`src/rtl/sbi_pkg.sv`:
```
// Shared constants and types of the servo brake interlock sequencer.
package sbi_pkg;

  // Time base: system clock period and the delay tick derived from it.
  localparam int CLK_PERIOD_NS  = 100;
  localparam int TICK_PERIOD_NS = 1000000;
  localparam int TICK_CYCLES    = (TICK_PERIOD_NS + CLK_PERIOD_NS - 1) / CLK_PERIOD_NS;

  // Speed at or below which the motor counts as stopped, in r/min.
  localparam logic [15:0] STOPPED_RPM = 16'h001E;

  // Register byte offsets.
  localparam logic [7:0] OFS_CTRL     = 8'h00;
  localparam logic [7:0] OFS_STOP_DLY = 8'h04;
  localparam logic [7:0] OFS_RUN_DLY  = 8'h08;
  localparam logic [7:0] OFS_SPD_THR  = 8'h0C;
  localparam logic [7:0] OFS_CLR_TIME = 8'h10;
  localparam logic [7:0] OFS_STATUS   = 8'h14;
  localparam logic [7:0] OFS_IRQ_STAT = 8'h18;
  localparam logic [7:0] OFS_IRQ_MASK = 8'h1C;

  // Control register fields.
  localparam int CTRL_W       = 7;
  localparam int CTRL_ON_BIT  = 0;
  localparam int CTRL_RST_BIT = 1;
  localparam int CTRL_SEL_LSB = 2;
  localparam int CTRL_GPO_LSB = 4;

  // Values after reset; delays and the recognition time count 1 ms ticks.
  localparam logic [CTRL_W-1:0] CTRL_RST     = 7'h00;
  localparam logic [15:0]       STOP_DLY_RST = 16'h0064;
  localparam logic [15:0]       RUN_DLY_RST  = 16'h01F4;
  localparam logic [15:0]       SPD_THR_RST  = 16'h001E;
  localparam logic [15:0]       CLR_TIME_RST = 16'h0078;

  // Interrupt status bits.
  localparam int IRQ_W       = 4;
  localparam int IRQ_ON_BIT  = 0;
  localparam int IRQ_OFF_BIT = 1;
  localparam int IRQ_ALM_BIT = 2;
  localparam int IRQ_CLR_BIT = 3;
  localparam logic [IRQ_W-1:0] IRQ_MASK_RST = 4'h0;

  localparam logic [1:0] RESP_OKAY   = 2'h0;
  localparam logic [1:0] RESP_SLVERR = 2'h2;

  typedef enum logic [1:0] {
    ST_OFF  = 2'h0,
    ST_ON   = 2'h1,
    ST_STOP = 2'h3,
    ST_ALM  = 2'h2
  } sbi_state_e;

endpackage

```
`src/rtl/sbi_timer_if.sv`:
```
// Load, tick and done signals between the sequencer and one down-counter.
`timescale 1ns/1ps
interface sbi_timer_if #(parameter int W = 16);
  logic         load;
  logic [W-1:0] value;
  logic         tick;
  logic         done;
  modport ctl (output load, output value, output tick, input done);
  modport cnt (input load, input value, input tick, output done);
endinterface

```
`src/rtl/sbi_tick.sv`:
```
// Fixed time tick: one pulse every CYCLES clocks.
`timescale 1ns/1ps
module sbi_tick #(
  parameter int CYCLES = 10000
) (
  // Clock and reset
  input  wire logic sys_clk,
  input  wire logic rst,
  // Tick
  output logic      tickPulse
);
  localparam int CW = $clog2(CYCLES);

  if (CYCLES < 2) begin : g_bad_cycles
    $error("sbi_tick needs at least two cycles per tick");
  end

  logic [CW-1:0] count_r;

  always_ff @(posedge sys_clk or posedge rst) begin
    if (rst) begin
      count_r   <= '0;
      tickPulse <= 1'b0;
    end else if (count_r == CW'(CYCLES - 1)) begin
      count_r   <= '0;
      tickPulse <= 1'b1;
    end else begin
      count_r   <= count_r + 1'b1;
      tickPulse <= 1'b0;
    end
  end
endmodule

```
`src/rtl/sbi_down_counter.sv`:
```
// Down-counter reloaded on load and decremented once per tick.
`timescale 1ns/1ps
module sbi_down_counter (
  // Clock and reset
  input  wire logic sys_clk,
  input  wire logic rst,
  // Timer channel
  sbi_timer_if.cnt  tmr
);
  logic [$bits(tmr.value)-1:0] count_r;

  always_ff @(posedge sys_clk or posedge rst) begin
    if (rst) begin
      count_r <= '0;
    end else if (tmr.load) begin
      count_r <= tmr.value;
    end else if (tmr.tick && count_r != '0) begin
      count_r <= count_r - 1'b1;
    end
  end

  // A load in progress hides a stale zero from the previous run.
  assign tmr.done = (count_r == '0) && !tmr.load;
endmodule

```
`src/rtl/sbi_sequencer.sv`:
```
// Servo enable and holding-brake interlock sequencer with AXI4-Lite registers.
//
// Design decisions made here: the AXI4-Lite slave port and the address map.
`timescale 1ns/1ps
// Notes on behaviour
// - A servo OFF with the motor stopped waits the stopped brake delay, then drops brake release and motor power.
// - A servo OFF while rotating starts the running brake delay and drops brake release and power when it expires.
// - In a running stop, brake release drops early once speed is at or below the brake release speed threshold.
// - The running-stop brake interval is the shorter of the running delay and the time to reach the threshold.
// - Servo ON is never entered while the motor turns faster than about 30 r/min.
// - A servo ON request during deceleration after servo OFF or an alarm waits until the motor has stopped.
// - The dynamic brake behaviour at servo OFF follows the servo-off stop selection.
// - An alarm during servo ON applies the selected dynamic brake and releases the brake with the running-stop rule.
// - Brake release is asserted only on request of servo control and is routed to an assignable general output.
// - Main power loss while the motor runs raises an alarm that follows the alarm stop timing.
// - Alarm reset is accepted only after the input is held for the alarm clear time, 120 ms by default.
// - After an alarm reset the servo stays OFF until the host issues a fresh servo ON.
module sbi_sequencer
  import sbi_pkg::*;
#(
  parameter int ADDR_W   = 8,
  parameter int GPO_W    = 8,
  parameter int TICK_CYC = TICK_CYCLES
) (
  // Clock and reset
  input  wire logic              sys_clk,
  input  wire logic              rst,
  // AXI4-Lite write address and data
  input  wire logic [ADDR_W-1:0] s_axi_awaddr,
  input  wire logic [2:0]        s_axi_awprot,
  input  wire logic              s_axi_awvalid,
  output logic                   s_axi_awready,
  input  wire logic [31:0]       s_axi_wdata,
  input  wire logic [3:0]        s_axi_wstrb,
  input  wire logic              s_axi_wvalid,
  output logic                   s_axi_wready,
  // AXI4-Lite write response
  output logic [1:0]             s_axi_bresp,
  output logic                   s_axi_bvalid,
  input  wire logic              s_axi_bready,
  // AXI4-Lite read
  input  wire logic [ADDR_W-1:0] s_axi_araddr,
  input  wire logic [2:0]        s_axi_arprot,
  input  wire logic              s_axi_arvalid,
  output logic                   s_axi_arready,
  output logic [31:0]            s_axi_rdata,
  output logic [1:0]             s_axi_rresp,
  output logic                   s_axi_rvalid,
  input  wire logic              s_axi_rready,
  // Drive status
  input  wire logic [15:0]       motorSpeed,
  input  wire logic              alarmIn,
  input  wire logic              mainPowerLost,
  // Drive control
  output logic                   brakeHoldReleaseOut,
  output logic                   motorExcite,
  output logic                   dynBrakeOn,
  output logic [GPO_W-1:0]       generalOutputConnector,
  output logic                   irq
);

  if (ADDR_W < 5 || GPO_W < 1 || GPO_W > 8) begin : g_bad_param
    $error("sbi_sequencer: ADDR_W must be at least 5 and GPO_W 1 to 8");
  end

  sbi_state_e        state_r;
  sbi_state_e        state_nxt;
  logic [CTRL_W-1:0] ctrl_r;
  logic [15:0]       stopDly_r;
  logic [15:0]       runDly_r;
  logic [15:0]       spdThr_r;
  logic [15:0]       clrTime_r;
  logic [IRQ_W-1:0]  irqStat_r;
  logic [IRQ_W-1:0]  irqStat_nxt;
  logic [IRQ_W-1:0]  irqMask_r;
  logic              runStop_r;
  logic              runStop_nxt;
  logic              onArmed_r;
  logic              alarmLat_r;
  logic              brake_nxt;
  logic              excite_nxt;
  logic              dynBrake_nxt;
  logic              brkLoad;
  logic [15:0]       brkValue;
  logic              tickPulse;

  sbi_timer_if #(.W(16)) brkTmr ();
  sbi_timer_if #(.W(16)) clrTmr ();

  sbi_tick #(.CYCLES(TICK_CYC)) u_tick (
    .sys_clk   (sys_clk),
    .rst       (rst),
    .tickPulse (tickPulse)
  );

  sbi_down_counter u_brk_cnt (
    .sys_clk (sys_clk),
    .rst     (rst),
    .tmr     (brkTmr)
  );

  sbi_down_counter u_clr_cnt (
    .sys_clk (sys_clk),
    .rst     (rst),
    .tmr     (clrTmr)
  );

  wire logic       onReq     = ctrl_r[CTRL_ON_BIT];
  wire logic       resetReq  = ctrl_r[CTRL_RST_BIT];
  wire logic [1:0] stopSel   = ctrl_r[CTRL_SEL_LSB +: 2];
  wire logic [2:0] gpoSel    = ctrl_r[CTRL_GPO_LSB +: 3];
  wire logic       stopped   = motorSpeed <= STOPPED_RPM;
  wire logic       belowThr  = motorSpeed <= spdThr_r;
  // Power loss only counts as an alarm while the motor is still turning.
  wire logic       alarmEvt  = alarmIn || (mainPowerLost && !stopped);
  wire logic       timerLive = (state_r == ST_STOP) || (state_r == ST_ALM);
  wire logic       clrAccept = (state_r == ST_ALM) && resetReq && clrTmr.done && !alarmIn && !mainPowerLost;

  // Both timers run on the same tick and reload at their trigger.
  assign brkTmr.tick  = tickPulse;
  assign brkTmr.load  = brkLoad;
  assign brkTmr.value = brkValue;
  assign clrTmr.tick  = tickPulse;
  assign clrTmr.load  = !resetReq || (state_r != ST_ALM);
  assign clrTmr.value = clrTime_r;

  always_comb begin
    state_nxt   = state_r;
    brkLoad     = 1'b0;
    brkValue    = runDly_r;
    runStop_nxt = runStop_r;
    case (state_r)
      ST_OFF: begin
        if (alarmEvt) begin
          state_nxt = ST_ALM;
        end else if (onReq && onArmed_r && stopped) begin
          state_nxt = ST_ON;
        end
      end
      ST_ON: begin
        if (alarmEvt) begin
          state_nxt   = ST_ALM;
          brkLoad     = 1'b1;
          runStop_nxt = 1'b1;
        end else if (!onReq) begin
          state_nxt   = ST_STOP;
          brkLoad     = 1'b1;
          runStop_nxt = !stopped;
          brkValue    = stopped ? stopDly_r : runDly_r;
        end
      end
      ST_STOP: begin
        if (alarmEvt) begin
          state_nxt   = ST_ALM;
          runStop_nxt = 1'b1;
        end else if (brkTmr.done) begin
          state_nxt = ST_OFF;
        end
      end
      ST_ALM: begin
        if (clrAccept) begin
          state_nxt = ST_OFF;
        end
      end
      default: begin
        state_nxt = ST_OFF;
      end
    endcase
  end

  always_comb begin
    // Brake release is only held while servo control asks for it.
    brake_nxt = (state_nxt == ST_ON) ||
                ((state_nxt != ST_OFF) && brakeHoldReleaseOut &&
                 !(timerLive && brkTmr.done) && !(runStop_nxt && belowThr));
    // Power stays on through a servo-off delay, but an alarm cuts it at once.
    excite_nxt = (state_nxt == ST_ON) || (state_nxt == ST_STOP);
    // Stop selection: bit 0 governs deceleration, bit 1 the stopped motor.
    if ((state_nxt == ST_OFF) || (state_nxt == ST_ALM)) begin
      dynBrake_nxt = stopped ? !stopSel[1] : !stopSel[0];
    end else begin
      dynBrake_nxt = 1'b0;
    end
  end

  always_ff @(posedge sys_clk or posedge rst) begin
    if (rst) begin
      state_r   <= ST_OFF;
      runStop_r <= 1'b0;
    end else begin
      state_r   <= state_nxt;
      runStop_r <= runStop_nxt;
    end
  end

  // A fresh low-to-high servo ON is needed after every alarm.
  always_ff @(posedge sys_clk or posedge rst) begin
    if (rst) begin
      onArmed_r <= 1'b0;
    end else if (state_nxt == ST_ALM) begin
      onArmed_r <= 1'b0;
    end else if (!onReq) begin
      onArmed_r <= 1'b1;
    end
  end

  always_ff @(posedge sys_clk or posedge rst) begin
    if (rst) begin
      alarmLat_r <= 1'b0;
    end else if (alarmEvt) begin
      alarmLat_r <= 1'b1;
    end else if (clrAccept) begin
      alarmLat_r <= 1'b0;
    end
  end

  always_ff @(posedge sys_clk or posedge rst) begin
    if (rst) begin
      brakeHoldReleaseOut <= 1'b0;
      motorExcite         <= 1'b0;
      dynBrakeOn          <= 1'b1;
    end else begin
      brakeHoldReleaseOut <= brake_nxt;
      motorExcite         <= excite_nxt;
      dynBrakeOn          <= dynBrake_nxt;
    end
  end

  // Brake release is mirrored on the general output picked by software.
  for (genvar g = 0; g < GPO_W; g++) begin : g_gpo
    always_ff @(posedge sys_clk or posedge rst) begin
      if (rst) begin
        generalOutputConnector[g] <= 1'b0;
      end else begin
        generalOutputConnector[g] <= brake_nxt && (gpoSel == 3'(g));
      end
    end
  end

  function automatic logic [31:0] wmerge(input logic [31:0] old, input logic [31:0] wd, input logic [3:0] ws);
    logic [31:0] res;
    res = old;
    for (int i = 0; i < 4; i++) begin
      if (ws[i]) begin
        res[8*i +: 8] = wd[8*i +: 8];
      end
    end
    return res;
  endfunction

  wire logic       wrHs  = s_axi_awvalid && s_axi_awready && s_axi_wvalid && s_axi_wready;
  wire logic       rdHs  = s_axi_arvalid && s_axi_arready;
  wire logic [7:0] wAddr = 8'(s_axi_awaddr);
  wire logic [7:0] rAddr = 8'(s_axi_araddr);
  wire logic       wHigh = (s_axi_awaddr >> 8) != '0;
  wire logic       rHigh = (s_axi_araddr >> 8) != '0;

  // Address and data are taken together in one cycle, once both are offered.
  always_ff @(posedge sys_clk or posedge rst) begin
    if (rst) begin
      s_axi_awready <= 1'b0;
      s_axi_wready  <= 1'b0;
      s_axi_bvalid  <= 1'b0;
      s_axi_bresp   <= RESP_OKAY;
    end else begin
      s_axi_awready <= s_axi_awvalid && s_axi_wvalid && !s_axi_awready && !s_axi_bvalid;
      s_axi_wready  <= s_axi_awvalid && s_axi_wvalid && !s_axi_awready && !s_axi_bvalid;
      if (wrHs) begin
        s_axi_bvalid <= 1'b1;
        s_axi_bresp  <= (!wHigh && wAddr <= OFS_IRQ_MASK && wAddr[1:0] == 2'h0) ? RESP_OKAY : RESP_SLVERR;
      end else if (s_axi_bready) begin
        s_axi_bvalid <= 1'b0;
      end
    end
  end

  always_ff @(posedge sys_clk or posedge rst) begin
    if (rst) begin
      ctrl_r    <= CTRL_RST;
      stopDly_r <= STOP_DLY_RST;
      runDly_r  <= RUN_DLY_RST;
      spdThr_r  <= SPD_THR_RST;
      clrTime_r <= CLR_TIME_RST;
      irqMask_r <= IRQ_MASK_RST;
    end else if (wrHs && !wHigh) begin
      case (wAddr)
        OFS_CTRL:     ctrl_r    <= CTRL_W'(wmerge(32'(ctrl_r), s_axi_wdata, s_axi_wstrb));
        OFS_STOP_DLY: stopDly_r <= 16'(wmerge(32'(stopDly_r), s_axi_wdata, s_axi_wstrb));
        OFS_RUN_DLY:  runDly_r  <= 16'(wmerge(32'(runDly_r), s_axi_wdata, s_axi_wstrb));
        OFS_SPD_THR:  spdThr_r  <= 16'(wmerge(32'(spdThr_r), s_axi_wdata, s_axi_wstrb));
        OFS_CLR_TIME: clrTime_r <= 16'(wmerge(32'(clrTime_r), s_axi_wdata, s_axi_wstrb));
        OFS_IRQ_MASK: irqMask_r <= IRQ_W'(wmerge(32'(irqMask_r), s_axi_wdata, s_axi_wstrb));
        default: begin
        end
      endcase
    end
  end

  // A read of the status clears it, but an event in the same cycle survives.
  always_comb begin
    irqStat_nxt = irqStat_r;
    if (rdHs && !rHigh && rAddr == OFS_IRQ_STAT) begin
      irqStat_nxt = '0;
    end
    irqStat_nxt[IRQ_ON_BIT]  = irqStat_nxt[IRQ_ON_BIT] || (state_nxt == ST_ON && state_r != ST_ON);
    irqStat_nxt[IRQ_OFF_BIT] = irqStat_nxt[IRQ_OFF_BIT] || (state_r == ST_STOP && state_nxt == ST_OFF);
    irqStat_nxt[IRQ_ALM_BIT] = irqStat_nxt[IRQ_ALM_BIT] || (state_nxt == ST_ALM && state_r != ST_ALM);
    irqStat_nxt[IRQ_CLR_BIT] = irqStat_nxt[IRQ_CLR_BIT] || clrAccept;
  end

  always_ff @(posedge sys_clk or posedge rst) begin
    if (rst) begin
      irqStat_r <= '0;
      irq       <= 1'b0;
    end else begin
      irqStat_r <= irqStat_nxt;
      irq       <= |(irqStat_nxt & irqMask_r);
    end
  end

  always_ff @(posedge sys_clk or posedge rst) begin
    if (rst) begin
      s_axi_arready <= 1'b0;
      s_axi_rvalid  <= 1'b0;
      s_axi_rdata   <= 32'h0000_0000;
      s_axi_rresp   <= RESP_OKAY;
    end else begin
      s_axi_arready <= s_axi_arvalid && !s_axi_arready && !s_axi_rvalid;
      if (rdHs) begin
        s_axi_rvalid <= 1'b1;
        s_axi_rresp  <= RESP_OKAY;
        s_axi_rdata  <= 32'h0000_0000;
        case (rHigh ? 8'hFF : rAddr)
          OFS_CTRL:     s_axi_rdata <= 32'(ctrl_r);
          OFS_STOP_DLY: s_axi_rdata <= 32'(stopDly_r);
          OFS_RUN_DLY:  s_axi_rdata <= 32'(runDly_r);
          OFS_SPD_THR:  s_axi_rdata <= 32'(spdThr_r);
          OFS_CLR_TIME: s_axi_rdata <= 32'(clrTime_r);
          OFS_STATUS:   s_axi_rdata <= 32'({onArmed_r, alarmLat_r, dynBrakeOn, motorExcite,
                                            brakeHoldReleaseOut, state_r});
          OFS_IRQ_STAT: s_axi_rdata <= 32'(irqStat_r);
          OFS_IRQ_MASK: s_axi_rdata <= 32'(irqMask_r);
          default:      s_axi_rresp <= RESP_SLVERR;
        endcase
      end else if (s_axi_rready) begin
        s_axi_rvalid <= 1'b0;
      end
    end
  end

  a_on_when_slow: assert property (@(posedge sys_clk) disable iff (rst)
    (state_r != ST_ON) ##1 (state_r == ST_ON) |-> $past(stopped) && $past(onArmed_r))
    else $error("servo ON entered while motor turning or not armed");

  a_stop_expiry: assert property (@(posedge sys_clk) disable iff (rst)
    (state_r == ST_STOP) && brkTmr.done && !alarmEvt |=> (state_r == ST_OFF) && !motorExcite && !brakeHoldReleaseOut)
    else $error("servo-off delay expiry did not drop brake and power");

  a_run_early: assert property (@(posedge sys_clk) disable iff (rst)
    (state_r == ST_STOP) && runStop_r && belowThr |=> !brakeHoldReleaseOut)
    else $error("running stop kept brake released below threshold");

  a_stopped_hold: assert property (@(posedge sys_clk) disable iff (rst)
    (state_r == ST_ON) && !onReq && !alarmEvt && stopped && (stopDly_r != 16'h0000)
    |=> (state_r == ST_STOP) && brakeHoldReleaseOut && motorExcite)
    else $error("stopped servo-off did not hold brake release for the delay");

  a_alarm_entry: assert property (@(posedge sys_clk) disable iff (rst)
    (state_r == ST_ON) && alarmEvt |=> (state_r == ST_ALM) && !motorExcite && runStop_r)
    else $error("alarm during servo ON not handled with alarm stop timing");

  a_t1_release: assert property (@(posedge sys_clk) disable iff (rst)
    (state_r == ST_ALM) && (brkTmr.done || belowThr) |=> !brakeHoldReleaseOut)
    else $error("brake release outlived the t1 interval");

  a_brake_on_req: assert property (@(posedge sys_clk) disable iff (rst)
    brakeHoldReleaseOut |-> (state_r != ST_OFF) &&
      (generalOutputConnector[$past(gpoSel)] || 4'($past(gpoSel)) >= 4'(GPO_W)))
    else $error("brake release without servo request or not routed");

  a_clear_held: assert property (@(posedge sys_clk) disable iff (rst)
    (state_r == ST_ALM) ##1 (state_r == ST_OFF) |-> $past(resetReq) && $past(clrTmr.done))
    else $error("alarm cleared before reset input was held long enough");

  a_fresh_on: assert property (@(posedge sys_clk) disable iff (rst)
    (state_r == ST_ALM) && onReq ##1 (state_r == ST_OFF) && onReq |=> (state_r != ST_ON))
    else $error("servo re-enabled after alarm reset without fresh servo ON");

  a_db_select: assert property (@(posedge sys_clk) disable iff (rst)
    (state_nxt == ST_OFF) && !stopped |=> dynBrakeOn == !$past(stopSel[0]))
    else $error("dynamic brake does not follow stop selection");

endmodule

```
`config.mk`:
```
export PLATFORM = sky130hd
export DESIGN_NAME = sbi_sequencer
export DESIGN_NICKNAME = d
export VERILOG_FILES = /design/src/rtl/sbi_pkg.sv /design/src/rtl/sbi_timer_if.sv /design/src/rtl/sbi_tick.sv /design/src/rtl/sbi_down_counter.sv /design/src/rtl/sbi_sequencer.sv
export SDC_FILE = /design/constraint.sdc
export NUM_CORES = 1
export LEC_CHECK = 0
export BUFFER_PORTS_ARGS = -buffer_cell sky130_fd_sc_hd__buf_4
export CAP_MARGIN = 30
export CORE_UTILIZATION = 32
export CTS_CLUSTER_DIAMETER = 80
export DETAILED_ROUTE_END_ITERATION = 16
export GPL_ROUTABILITY_DRIVEN = 0
export HOLD_SLACK_MARGIN = 0.1
export PLACE_DENSITY_LB_ADDON = 0.25
export SETUP_SLACK_MARGIN = 0.5
export SYNTH_ARGS = -nofsm -noshare
export SYNTH_HDL_FRONTEND = slang
export SYNTH_HIERARCHICAL = 1
export SYNTH_SLANG_ARGS = --single-unit
```
`constraint.sdc`:
```
create_clock -name sys_clk -period 3.8 [get_ports sys_clk]
set_input_delay 0.57 -clock sys_clk [delete_from_list [all_inputs] [get_ports sys_clk]]
set_output_delay 0.57 -clock sys_clk [all_outputs]
set_load 0.01 [all_outputs]
```
==> reports/metrics.cfg <==
[floorplanning]
die-area_mm2 = 0.0285
pin_count = 136
die_y_um = 169
coreArea_mm2 = 0.0272
start_util = 0.328
die_x_um = 169
row_count = 60

[placed_design]
postPlaceCellArea_mm2 = 0.00997
io_buffers = 93
hpwl_um = 18600

[cts]
insertion_delay_ps = 430
numCtsBuffers = 17
cts_resized = 0
cts_max_path_buffers = 2
cts_root_buffer = clkbuf_16
htreeDepth = 4
clk_pin_slew_ps = 70
cts_tree = built
post_cts_buffers = 0
cts.sinks = 165

[global_routing]
antenna_found_initial = 0
grtUsageTotal = 0.180
grt_max_degree = 65
overflow = 0
grt_pass1_wl_um = 39300
grt_pass1_vias = 6929
grt-busiest-layer = met2
grtUsageMet2 = 0.282
grt_use_met1 = 0.255
met3_usage = 0.0353

[worst_setup_path]
endpoint_kind = flip-flop
reg2reg_depth = 10
r2r-start = u_clr_cnt/count_r[0]
critical_path_class = input pin to flip-flop
critPathLaunchType = input pin
path_max_fanout = 9
cp.arrival_ps = 3220
reg2reg_slack_ps = 880
r2r-end = generalOutputConnector[5]
worst_ep_required_time_ps = 4090

[hold_path]
hold_path_class = input pin to flip-flop
min_from = s_axi_rready
hold_path_depth = 2
min_to = s_axi_rvalid

[routing]
routed_wirelength_um = 24800
wl_per_cell_um = 18.9
drtIter0Drc = 413
firstDrtPassIters = 5
via_count = 6969
vias_per_cell = 5.32
drc = 0
ant_nets = 0

[yosys]
synth_seq_cells = 165
synth.distinct_cells = 78
synth_area_mm2 = 0.00891
synth_top_area_frac = 0.413
async_flop_share = 1.00
synthFlopType = dfrtp_1
avgSynthCellArea_um2 = 10.8
synth_top_cell_by_area = dfrtp_1
synth_warnings = 6
ys_seq_area_frac = 0.466
yosys-top-cells-area = dfrtp_1 41%, mux2_2 12%, dfstp_2 5.3%, nand2_1 3.0%, ha_1 2.8%
synth_edf_count = 0
synth_cells = 829

[layout]
final_cell_area_mm2 = 0.0106
seqCellArea_mm2 = 0.00415
nets = 1027
syn_to_final_growth_pct = 18.5
diodes = 0
drive_gt1_frac = 0.307
multi_input_area_mm2 = 0.00438
fillerInstances = 2707

[timing]
fin_worst_skew_ps = 10.1
setup_viol = 0
worstMarginPinSlew_ps = 824
max_freq_ghz = 0.341
hold_violations = 0
finalCritPeriodShare = 0.771
rsz0062_at_grt = false
hold_slack_ps = 315
finalSetupTns_ps = 0
maxSlewViolCount = 0
max-slew-margin-rel = 0.451
fin_crit_ps = 2930

[power]
irDropWorstVdd_mv = 0.221
total_power_mw = 3.72
powerDensity_mw_per_mm2 = 352
p_leak_nw = 4.85

[outcome]
outcome = finished, final reports clean

[flow_run]
drv_cap = 0

-- worst max path at each step --
stage | start | endpoint | slack [ps] | cells after the start
after global routing | motorSpeed[6] | generalOutputConnector[7] | 550 | 13
final | motorSpeed[6] | generalOutputConnector[7] | 870 | 13
after detailed placement | motorSpeed[6] | generalOutputConnector[7] | 450 | 13
after global placement | motorSpeed[6] | generalOutputConnector[5] | 510 | 13
after CTS | motorSpeed[6] | generalOutputConnector[7] | 910 | 13
after floorplan | motorSpeed[7] | generalOutputConnector[3] | 540 | 13
-- per-stage QoR --
| step | setup WS, ps | utilization | cells |
|---|---|---|---|
| after global placement | 505 | 0.367 | 1276 |
| after global routing | 555 | 0.389 | 1309 |
| after CTS | 913 | 0.389 | 1309 |
| final | 870 | 0.389 | 1309 |
| after floorplan | 535 | - | 846 |
| after detailed placement | 455 | 0.367 | 1276 |
-- state kept, by name, summed over array words and instances, names as in the netlist, 8 cells and up --
| register | cells |
|---|---|
| runDly_r | 16 |
| u_brk_cnt/count_r | 16 |
| stopDly_r | 16 |
| u_tick/count_r | 14 |
| spdThr_r | 16 |
| u_clr_cnt/count_r | 16 |
| generalOutputConnector | 8 |
| s_axi_rdata | 16 |
| clrTime_r | 16 |
-- critical path, stage by stage --
cell,delay (ps)
buf_4,110
nor4_1,250
nand2_1,270
o31ai_1,350
a21oi_1,170
nor4_1,350
nand2_1,120
inv_1,140
nand3_1,110
o21ai_0,170
a221oi_1,200
o2111ai_2,250
a21oi_1,150
-- cell families (layout without fill, tap and decap cells) --
kind of cell,Yosys count,in the layout,share of synthesized area
other cells,1,18,0.000421
xor+xnor,8,8,0.00786
mux,103,103,0.132
flops,165,165,0.466
buf+inv,93,184,0.0507
compound gates,167,167,0.136
fa+ha+maj,20,20,0.0281
simple gates,272,272,0.179
-- timing repair --
action / in CTS / in global routing
endpoints found under the setup margin: 0 / 0
hold buffers: 1 / 0
endpoints found under the hold margin: 3 / 0
-- cells in the final DEF, fill, tap and decap left out, types with 26 or more instances in the layout --
cell type and count:
dfrtp_1 147, buf_4 109, mux2_2 93, nand2_1 71
inv_1 41, nor2_1 36, nor3_1 34, o21ai_0 34
a21oi_1 31, nand4_1 26
-- layer usage --
layer,wire [um],up-vias
met5,0,-
met4,201,0
met3,1470,14
met2,11500,204
met1,11600,3470
li1,-,3281
-- report_power, final --
part | switching (mW) | internal [mW] | total (mW) | leakage, nW
registers | 0.0112 | 1.77 | 1.78 | 2.20
logic | 0.125 | 0.0803 | 0.205 | 2.37
clock network | 0.800 | 0.936 | 1.74 | 0.285
-- synthesized netlist by cell type, types with 5 or more instances --
master / n
a211oi_1: 7
a21o_1: 12
a21oi_1: 31
a221o_1: 7
a221oi_1: 6
a222oi_1: 11
a31oi_1: 6
and3_1: 8
and4_1: 7
buf_2: 5
buf_4: 19
clkbuf_1: 22
dfrtp_1: 147
dfstp_2: 18
ha_1: 20
inv_1: 42
mux2_2: 93
mux2i_1: 8
nand2_1: 71
nand3_1: 13
nand3b_1: 6
nand4_1: 26
nor2_1: 36
nor2b_1: 6
nor3_1: 34
nor4_1: 18
nor4_4: 5
o21ai_0: 34
o31ai_1: 5
or3_1: 5
or4_1: 5
xor2_1: 5
-- final cells by class --
class                           instances  area share
Sequential cell                       165       0.393
Timing Repair Buffer                  110      0.0784
Multi-Input combinational cell        588       0.414
Clock inverter                         15      0.0150
Tap cell                              372      0.0440
Inverter                               42      0.0153
Clock buffer                           17      0.0403
Note: power is estimated with default switching activity, not from simulation.
